**config.mk**
```make
export PLATFORM = sky130hd
export DESIGN_NAME = cebi_master_flat
export DESIGN_NICKNAME = d
export VERILOG_FILES = /design/src/rtl/cebi_pkg.sv /design/src/rtl/cebi_bus_if.sv /design/src/rtl/cebi_master.sv /design/src/flat_wrapper.sv
export SDC_FILE = /design/constraint.sdc
export NUM_CORES = 1
export LEC_CHECK = 0
export BUFFER_PORTS_ARGS = -buffer_cell sky130_fd_sc_hd__buf_4
export CAP_MARGIN = 20
export CORE_ASPECT_RATIO = 2
export CORE_MARGIN = 4
export CORE_UTILIZATION = 49
export CTS_CLUSTER_SIZE = 30
export DETAILED_ROUTE_END_ITERATION = 8
export PLACE_DENSITY_LB_ADDON = 0.2
export SYNTH_ARGS = -nofsm -noshare
export SYNTH_HDL_FRONTEND = slang
export SYNTH_SLANG_ARGS = --single-unit
```
**constraint.sdc**
```tcl
create_clock -name clk -period 4.1 [get_ports clk]
set_input_delay 0.615 -clock clk [delete_from_list [all_inputs] [get_ports clk]]
set_output_delay 0.615 -clock clk [all_outputs]
set_load 0.01 [all_outputs]
```
**src/rtl/cebi_pkg.sv**
```systemverilog
// Package of shared widths, codes and state types for the core external bus interface
package cebi_pkg;
    localparam int          CEBI_ADDR_W     = 34;
    localparam int          CEBI_DATA_W     = 32;
    localparam int          CEBI_LANES      = 4;
    localparam logic [1:0]  CEBI_BLEN_FOUR  = 2'h1;
    localparam logic [1:0]  CEBI_BLEN_RSVD  = 2'h0;
    localparam logic [3:0]  CEBI_BE_RESET   = 4'h0;
    localparam logic [33:0] CEBI_ADDR_RESET = 34'h0;
    localparam logic [31:0] CEBI_DATA_RESET = 32'h0;
    localparam logic [1:0]  CEBI_BEAT_LAST  = 2'h3;

    typedef enum logic [2:0] {
        CEBI_IDLE  = 3'h0,
        CEBI_ADDR  = 3'h1,
        CEBI_DATA  = 3'h3,
        CEBI_SYNC  = 3'h2
    } cebi_state_e;
endpackage

```
**src/rtl/cebi_bus_if.sv**
```systemverilog
// Interface carrying the external bus between core master and bus target
`timescale 1ns/1ps
interface cebi_bus_if;
    import cebi_pkg::*;
    logic [CEBI_ADDR_W-1:0] bus_word_address;
    logic [CEBI_LANES-1:0]  byte_lane_mask;
    logic                   address_valid_qualifier;
    logic                   write_en;
    logic                   burst_en;
    logic [1:0]             burst_length_code;
    logic [CEBI_DATA_W-1:0] write_data_bus;
    logic                   wait_for_buffers_empty;
    logic                   address_accept_ready;
    logic [CEBI_DATA_W-1:0] read_data_bus;
    logic                   read_data_valid;
    logic                   write_data_ready;
    logic                   read_bus_error;
    logic                   write_bus_error;
    logic                   ext_write_buffers_empty;

    modport master (
        output bus_word_address, byte_lane_mask, address_valid_qualifier, write_en, burst_en,
               burst_length_code, write_data_bus, wait_for_buffers_empty,
        input  address_accept_ready, read_data_bus, read_data_valid, write_data_ready,
               read_bus_error, write_bus_error, ext_write_buffers_empty
    );
    modport target (
        input  bus_word_address, byte_lane_mask, address_valid_qualifier, write_en, burst_en,
               burst_length_code, write_data_bus, wait_for_buffers_empty,
        output address_accept_ready, read_data_bus, read_data_valid, write_data_ready,
               read_bus_error, write_bus_error, ext_write_buffers_empty
    );
endinterface

```
**src/rtl/cebi_master.sv**
```systemverilog
// Core end of the external bus: issues single and four-beat transactions
`timescale 1ns/1ps
// Functional notes
// Four lane mask bits map bytes low-high
// Lane mask meaningful only with qualifier
// Word address 35:2 valid with qualifier
// Target flags read data, always defined
// Read valid no earlier than next edge
// Write data advances after write ready
// Read error sampled with read valid
// Write error sampled with write ready
// Buffers-empty drops after write ready
// Qualifier marks transaction start, always defined
// Burst code one means four beats
// Wait-for-empty shown while stalled on buffers
// Reset leaves qualifier low, nothing outstanding
module cebi_master
    import cebi_pkg::*;
(
    input  wire logic                   clk,
    input  wire logic                   rst,
    cebi_bus_if.master                  bus,
    input  wire logic                   req_valid,
    input  wire logic                   req_write,
    input  wire logic                   req_burst,
    input  wire logic                   req_sync,
    input  wire logic [CEBI_ADDR_W-1:0] req_addr,
    input  wire logic [CEBI_LANES-1:0]  req_be,
    input  wire logic [CEBI_DATA_W-1:0] req_wdata,
    output logic                        req_ready,
    output logic                        wdata_take,
    output logic                        rsp_valid,
    output logic [CEBI_DATA_W-1:0]      rsp_rdata,
    output logic                        rsp_error,
    output logic                        rsp_last
);
    // Address phase, held after acceptance except the qualifier
    cebi_state_e            st_q, st_d;
    logic [CEBI_ADDR_W-1:0] addr_q, addr_d;
    logic [CEBI_LANES-1:0]  be_q, be_d;
    logic                   av_q, av_d;
    logic                   wr_q, wr_d;
    logic                   bst_q, bst_d;
    logic [1:0]             blen_q, blen_d;

    // Data phase
    logic [CEBI_DATA_W-1:0] wd_q, wd_d;
    logic [1:0]             beat_q, beat_d;
    logic                   wwbe_q, wwbe_d;

    // Core-side handshakes and responses
    logic                   rdy_q, rdy_d;
    logic                   take_q, take_d;
    logic                   rv_q, rv_d;
    logic [CEBI_DATA_W-1:0] rd_q, rd_d;
    logic                   re_q, re_d;
    logic                   rl_q, rl_d;
    logic                   beat_done;
    logic                   beat_err;

    // Single transfers end at their first beat
    function automatic logic last_beat(input logic burst, input logic [1:0] beat);
        last_beat = !burst || (beat == CEBI_BEAT_LAST);
    endfunction

    // Beat handshake and its error flag, chosen by direction
    assign beat_done = wr_q ? bus.write_data_ready : bus.read_data_valid;
    assign beat_err  = wr_q ? bus.write_bus_error : bus.read_bus_error;

    always_comb begin
        st_d   = st_q;
        addr_d = addr_q;
        be_d   = be_q;
        av_d   = 1'b0;
        wr_d   = wr_q;
        bst_d  = bst_q;
        blen_d = blen_q;
        wd_d   = wd_q;
        beat_d = beat_q;
        wwbe_d = 1'b0;
        rdy_d  = 1'b0;
        take_d = 1'b0;
        rv_d   = 1'b0;
        rd_d   = rd_q;
        re_d   = 1'b0;
        rl_d   = 1'b0;

        // One transaction at a time; a waiting request simply holds req_valid
        case (st_q)
            CEBI_IDLE: begin
                // Sync requests never start a bus cycle
                if (req_valid && req_sync) begin
                    st_d   = CEBI_SYNC;
                    wwbe_d = 1'b1;
                end else if (req_valid) begin
                    st_d   = CEBI_ADDR;
                    av_d   = 1'b1; // Start of a new transaction
                    addr_d = req_addr;
                    be_d   = req_be; // Bit n covers data bits 8n+7:8n
                    wr_d   = req_write;
                    bst_d  = req_burst;
                    blen_d = req_burst ? CEBI_BLEN_FOUR : CEBI_BLEN_RSVD;
                    wd_d   = req_wdata;
                    beat_d = 2'h0;
                end else begin
                    rdy_d = 1'b1;
                end
            end

            CEBI_ADDR: begin
                av_d = !bus.address_accept_ready;
                if (bus.address_accept_ready) begin
                    st_d = CEBI_DATA; // Data beats only after acceptance
                end
            end

            CEBI_DATA: begin
                // Read data is taken in the beat's own cycle
                if (beat_done) begin
                    rv_d   = 1'b1;
                    rd_d   = bus.read_data_bus;
                    // Error flag belongs to this beat only
                    re_d   = beat_err;
                    beat_d = beat_q + 2'h1;
                    if (last_beat(bst_q, beat_q)) begin
                        st_d = CEBI_IDLE;
                        rl_d = 1'b1;
                    end
                    if (wr_q && !last_beat(bst_q, beat_q)) begin
                        wd_d   = req_wdata; // Next beat's data follows the ready
                        take_d = 1'b1;
                    end
                end
            end

            CEBI_SYNC: begin
                // No bus cycle here; only the buffers are watched
                wwbe_d = !bus.ext_write_buffers_empty; // Stalled on buffers
                if (bus.ext_write_buffers_empty) begin
                    st_d = CEBI_IDLE;
                    rv_d = 1'b1;
                    rl_d = 1'b1;
                end
            end

            default: begin
                st_d = CEBI_IDLE;
            end
        endcase
    end

    // Registers only; every bus output comes straight from a flop
    always_ff @(posedge clk) begin
        if (rst) begin
            st_q   <= CEBI_IDLE; // Nothing outstanding
            addr_q <= CEBI_ADDR_RESET;
            be_q   <= CEBI_BE_RESET;
            av_q   <= 1'b0;
            wr_q   <= 1'b0;
            bst_q  <= 1'b0;
            blen_q <= CEBI_BLEN_RSVD;
            wd_q   <= CEBI_DATA_RESET;
            beat_q <= 2'h0;
            wwbe_q <= 1'b0;
            rdy_q  <= 1'b0;
            take_q <= 1'b0;
            rv_q   <= 1'b0;
            rd_q   <= CEBI_DATA_RESET;
            re_q   <= 1'b0;
            rl_q   <= 1'b0;
        end else begin
            st_q   <= st_d;
            addr_q <= addr_d;
            be_q   <= be_d;
            av_q   <= av_d;
            wr_q   <= wr_d;
            bst_q  <= bst_d;
            blen_q <= blen_d;
            wd_q   <= wd_d;
            beat_q <= beat_d;
            wwbe_q <= wwbe_d;
            rdy_q  <= rdy_d;
            take_q <= take_d;
            rv_q   <= rv_d;
            rd_q   <= rd_d;
            re_q   <= re_d;
            rl_q   <= rl_d;
        end
    end

    // Address-phase fields stay held after acceptance; target must ignore them then
    assign bus.address_valid_qualifier = av_q;
    assign bus.bus_word_address        = addr_q;
    assign bus.byte_lane_mask          = be_q;
    assign bus.write_en                = wr_q;
    assign bus.burst_en                = bst_q;
    assign bus.burst_length_code       = blen_q;
    assign bus.write_data_bus          = wd_q;
    assign bus.wait_for_buffers_empty  = wwbe_q;

    // Core-side responses
    assign req_ready  = rdy_q;
    assign wdata_take = take_q;
    assign rsp_valid  = rv_q;
    assign rsp_rdata  = rd_q;
    assign rsp_error  = re_q;
    assign rsp_last   = rl_q;
endmodule // cebi_master

```
**src/flat_wrapper.sv**
```systemverilog
// flat-port wrapper written by rule: the top's interface ports become plain ports
module cebi_master_flat import cebi_pkg::*;
  (clk, rst, req_valid, req_write, req_burst, req_sync, req_addr, req_be, req_wdata, req_ready, wdata_take, rsp_valid, rsp_rdata, rsp_error, rsp_last, bus_bus_word_address, bus_byte_lane_mask, bus_address_valid_qualifier, bus_write_en, bus_burst_en, bus_burst_length_code, bus_write_data_bus, bus_wait_for_buffers_empty, bus_address_accept_ready, bus_read_data_bus, bus_read_data_valid, bus_write_data_ready, bus_read_bus_error, bus_write_bus_error, bus_ext_write_buffers_empty);
  cebi_bus_if bus_i ();
  input  wire logic clk;
  input  wire logic rst;
  input  wire logic req_valid;
  input  wire logic req_write;
  input  wire logic req_burst;
  input  wire logic req_sync;
  input  wire logic [CEBI_ADDR_W-1:0] req_addr;
  input  wire logic [CEBI_LANES-1:0] req_be;
  input  wire logic [CEBI_DATA_W-1:0] req_wdata;
  output logic req_ready;
  output logic wdata_take;
  output logic rsp_valid;
  output logic [CEBI_DATA_W-1:0] rsp_rdata;
  output logic rsp_error;
  output logic rsp_last;
  output wire logic [$bits(bus_i.bus_word_address)-1:0] bus_bus_word_address;
  output wire logic [$bits(bus_i.byte_lane_mask)-1:0] bus_byte_lane_mask;
  output wire logic [$bits(bus_i.address_valid_qualifier)-1:0] bus_address_valid_qualifier;
  output wire logic [$bits(bus_i.write_en)-1:0] bus_write_en;
  output wire logic [$bits(bus_i.burst_en)-1:0] bus_burst_en;
  output wire logic [$bits(bus_i.burst_length_code)-1:0] bus_burst_length_code;
  output wire logic [$bits(bus_i.write_data_bus)-1:0] bus_write_data_bus;
  output wire logic [$bits(bus_i.wait_for_buffers_empty)-1:0] bus_wait_for_buffers_empty;
  input wire logic [$bits(bus_i.address_accept_ready)-1:0] bus_address_accept_ready;
  input wire logic [$bits(bus_i.read_data_bus)-1:0] bus_read_data_bus;
  input wire logic [$bits(bus_i.read_data_valid)-1:0] bus_read_data_valid;
  input wire logic [$bits(bus_i.write_data_ready)-1:0] bus_write_data_ready;
  input wire logic [$bits(bus_i.read_bus_error)-1:0] bus_read_bus_error;
  input wire logic [$bits(bus_i.write_bus_error)-1:0] bus_write_bus_error;
  input wire logic [$bits(bus_i.ext_write_buffers_empty)-1:0] bus_ext_write_buffers_empty;
  assign bus_bus_word_address = bus_i.bus_word_address;
  assign bus_byte_lane_mask = bus_i.byte_lane_mask;
  assign bus_address_valid_qualifier = bus_i.address_valid_qualifier;
  assign bus_write_en = bus_i.write_en;
  assign bus_burst_en = bus_i.burst_en;
  assign bus_burst_length_code = bus_i.burst_length_code;
  assign bus_write_data_bus = bus_i.write_data_bus;
  assign bus_wait_for_buffers_empty = bus_i.wait_for_buffers_empty;
  assign bus_i.address_accept_ready = bus_address_accept_ready;
  assign bus_i.read_data_bus = bus_read_data_bus;
  assign bus_i.read_data_valid = bus_read_data_valid;
  assign bus_i.write_data_ready = bus_write_data_ready;
  assign bus_i.read_bus_error = bus_read_bus_error;
  assign bus_i.write_bus_error = bus_write_bus_error;
  assign bus_i.ext_write_buffers_empty = bus_ext_write_buffers_empty;
  cebi_master u_core (.clk(clk), .rst(rst), .bus(bus_i), .req_valid(req_valid), .req_write(req_write), .req_burst(req_burst), .req_sync(req_sync), .req_addr(req_addr), .req_be(req_be), .req_wdata(req_wdata), .req_ready(req_ready), .wdata_take(wdata_take), .rsp_valid(rsp_valid), .rsp_rdata(rsp_rdata), .rsp_error(rsp_error), .rsp_last(rsp_last));
endmodule
```
==> metrics.yaml <==
run_status:
  status: "finished, final reports clean"
timing:
  skew_ns: 0.00845
  setup_viol: 0
  finalCritPeriodShare_pct: 50.1
  finalSetupTns_ns: 0
  slew_viol_final: 0
  clock.fmax_ghz: 0.486
  maxSlewHeadroom_pct: 33.9
  hold_violations: 0
  period_needed_ns: 2.06
  finalWorstSetupSlack_ns: 2.04
  worstMarginPinSlew_ns: 0.989
  rsz0062_at_grt: "no"
final_layout:
  fin_cells: 832
  design_area_um2: 6820
  area_growth_pct: 51.1
  final_nets: 832
  diodes: 0
  drive_gt1_share_pct: 36.7
setup_path:
  arrival_ns: 2.38
  crit_fanout: 35
  ff2ff_path_depth: 3
  crit_required_ns: 4.43
  r2r_slack_ns: 2.04
  worstSetupPathType: "register to register"
  timing.rr.start: "u_core.st_q[0]"
  worst_r2r_endpoint: "u_core.beat_q[0]"
  startpoint_type: "register"
  worst_setup_path_end_kind: "register"
clock_tree:
  cts-resized-gates: 0
  cts_setup_buffers: 0
  h-tree-depth: 4
  numCtsBuffers: 17
  clkTransAtPathRegs_ns: 0.05
  cts_root_buffer: "clkbuf_16"
  cts_tree: "built"
  clock_latency_ns: 0.40
  cts.sinks: 115
  ctsHoldBuffers: 0
  clock_path_buffers: 2
synthesis:
  synth_fp_nets: 628
  synth-edff-count: 0
  syn_inst: 513
  async_flop_share_pct: 0
  syn_area_um2: 4510
  yosysWarnings: 0
  ys.flop_type: "dfxtp_1"
  synth_cell_types: 30
  synth_seq_cells: 115
  postSynthAreaPerCell_um2: 8.79
  yosysSeqAreaShare_pct: 51.0
global_route:
  antenna_found_initial: 0
  grt_max_degree: 148
  grt_first_pass_wirelength_um: 20000
  grt_pass1_vias: 4292
  grt-ovfl-total: 0
  grt_usage_pct: 24.0
routing:
  vias: 4357
  drtIter0Drc: 224
  ant_nets: 0
  drt_first_pass_iters: 5
  wl_per_cell_um: 16.0
  viasPerCell: 5.24
  wirelength_um: 13300
  drc: 0
die:
  die_w_um: 75.9
  dieHeight_um: 144
  die_area_um2: 10900
  start_util_pct: 50.1
  ios: 227
  core_um2: 9010
  num_rows: 49
place:
  port_buffers: 225
  dpl-instance-area_um2: 6160
  dpl.hpwl_um: 9200
  placedCellCount: 799
  gp_congestion: 0.741
  place_ws_ns: 2.07
pwr:
  p_leak_nw: 3.09
  peakVddDrop_uv: 338
  p_per_area_nw_per_um2: 461
hold_path:
  holdPathStages: 2
  worstHoldStart: "req_valid"
  hold_path_end: "u_core.req_ready"
  hold_class: "input port to register"
flow_run:
  maxCapViolCount: 0
metrics by stage:
step / power (mW) / hold WS (ns) / util [%]
floorplan: 1.40 / 0.472 / -
global placement: 1.58 / 0.442 / 68.4
detailed placement: 1.59 / 0.447 / 68.4
CTS: 3.17 / 0.397 / 75.4
global route: 3.26 / 0.416 / 75.6
finish: 3.14 / 0.418 / 75.6
cell families after synthesis:
| family | after synthesis | synth area share, % |
|---|---|---|
| adder cells (fa/ha/maj) | 1 | 0.277 |
| AO/OA/AOI/OAI | 117 | 13.6 |
| flip-flops | 115 | 51.0 |
| AND/OR/NAND/NOR | 197 | 22.2 |
| multiplexers | 36 | 8.04 |
| other | 1 | 0.0831 |
| buffers and inverters | 46 | 4.82 |
per-layer routing:
layer / up-vias / global-route usage, % / wire length [um]
li1: 2123 / - / -
met1: 2018 / 24.2 / 4440
met2: 180 / 41.8 / 7240
met3: 36 / 7.84 / 1100
met4: 0 / 13.2 / 538
met5: - / 0 / 0
synthesized netlist by cell type, drive strengths merged, types with 3 or more instances:
library cell  count  area, um^2
a21oi            78         390
buf              14        93.8
clkbuf           32         124
dfxtp           115        2300
mux2i            34         340
nand2            85         319
nand2b           65         407
nand3            33         165
nor2b             3        18.8
nor3              3        15.0
o21ai            33         165
critical path, cell delays in order, from the launching register on:
cell and delay [ns]:
dfxtp_1 0.59, nand2_1 0.68, or3_1 0.57, a21oi_1 0.13
power by group:
| part | total, mW | switching, mW | internal, mW |
|---|---|---|---|
| logic | 0.363 | 0.173 | 0.190 |
| registers | 1.20 | 0.0340 | 1.17 |
| clock network | 1.57 | 0.487 | 1.09 |
| total | 3.14 | 0.694 | 2.45 |
cell type report:
cell class,instances,area [um^2]
flip-flops and latches,115,2300
fillers,677,2200
well taps,102,128
clock inverters,11,183
repair buffers,231,1750
clock buffers,21,450
multi-input cells,352,2010
layout by cell type, fill, tap and decap left out, drive strengths merged, types with 2 or more instances in the layout:
cell type and instances:
a21oi 78, buf 231, bufinv 5, clkbuf 21
clkinv 5, dfxtp 115, mux2 2, mux2i 34
nand2 85, nand2b 65, nand3 33, nor2b 3
nor3 3, o211ai 2, o21ai 33
flip-flops by register name, summed over array words and instances (netlist names):
| signal | flops |
|---|---|
| u_core.beat_q | 2 |
| u_core.bus.address_valid_qualifier | 1 |
| u_core.bus.burst_en | 1 |
| u_core.bus.bus_word_address | 34 |
| u_core.bus.byte_lane_mask | 4 |
| u_core.bus.wait_for_buffers_empty | 1 |
| u_core.bus.write_data_bus | 32 |
| u_core.bus.write_en | 1 |
| u_core.req_ready | 1 |
| u_core.rsp_error | 1 |
| u_core.rsp_last | 1 |
| u_core.rsp_rdata | 32 |
| u_core.rsp_valid | 1 |
| u_core.st_q | 2 |
| u_core.wdata_take | 1 |
how the worst max path moves through the flow:
stage	start	endpoint	slack [ns]	cells past startpoint
final	u_core.st_q[0]	u_core.beat_q[0]	2.04	3
after global routing	u_core.st_q[0]	u_core.beat_q[0]	1.92	3
after CTS	u_core.st_q[0]	u_core.beat_q[0]	2.05	3
after detailed placement	u_core.st_q[0]	u_core.beat_q[0]	2.07	3
after global placement	bus_write_data_ready	u_core.st_q[1]	2.12	4
after floorplan	req_sync	u_core.bus.burst_en	2.41	5
Note: power is estimated with default switching activity, not from simulation.
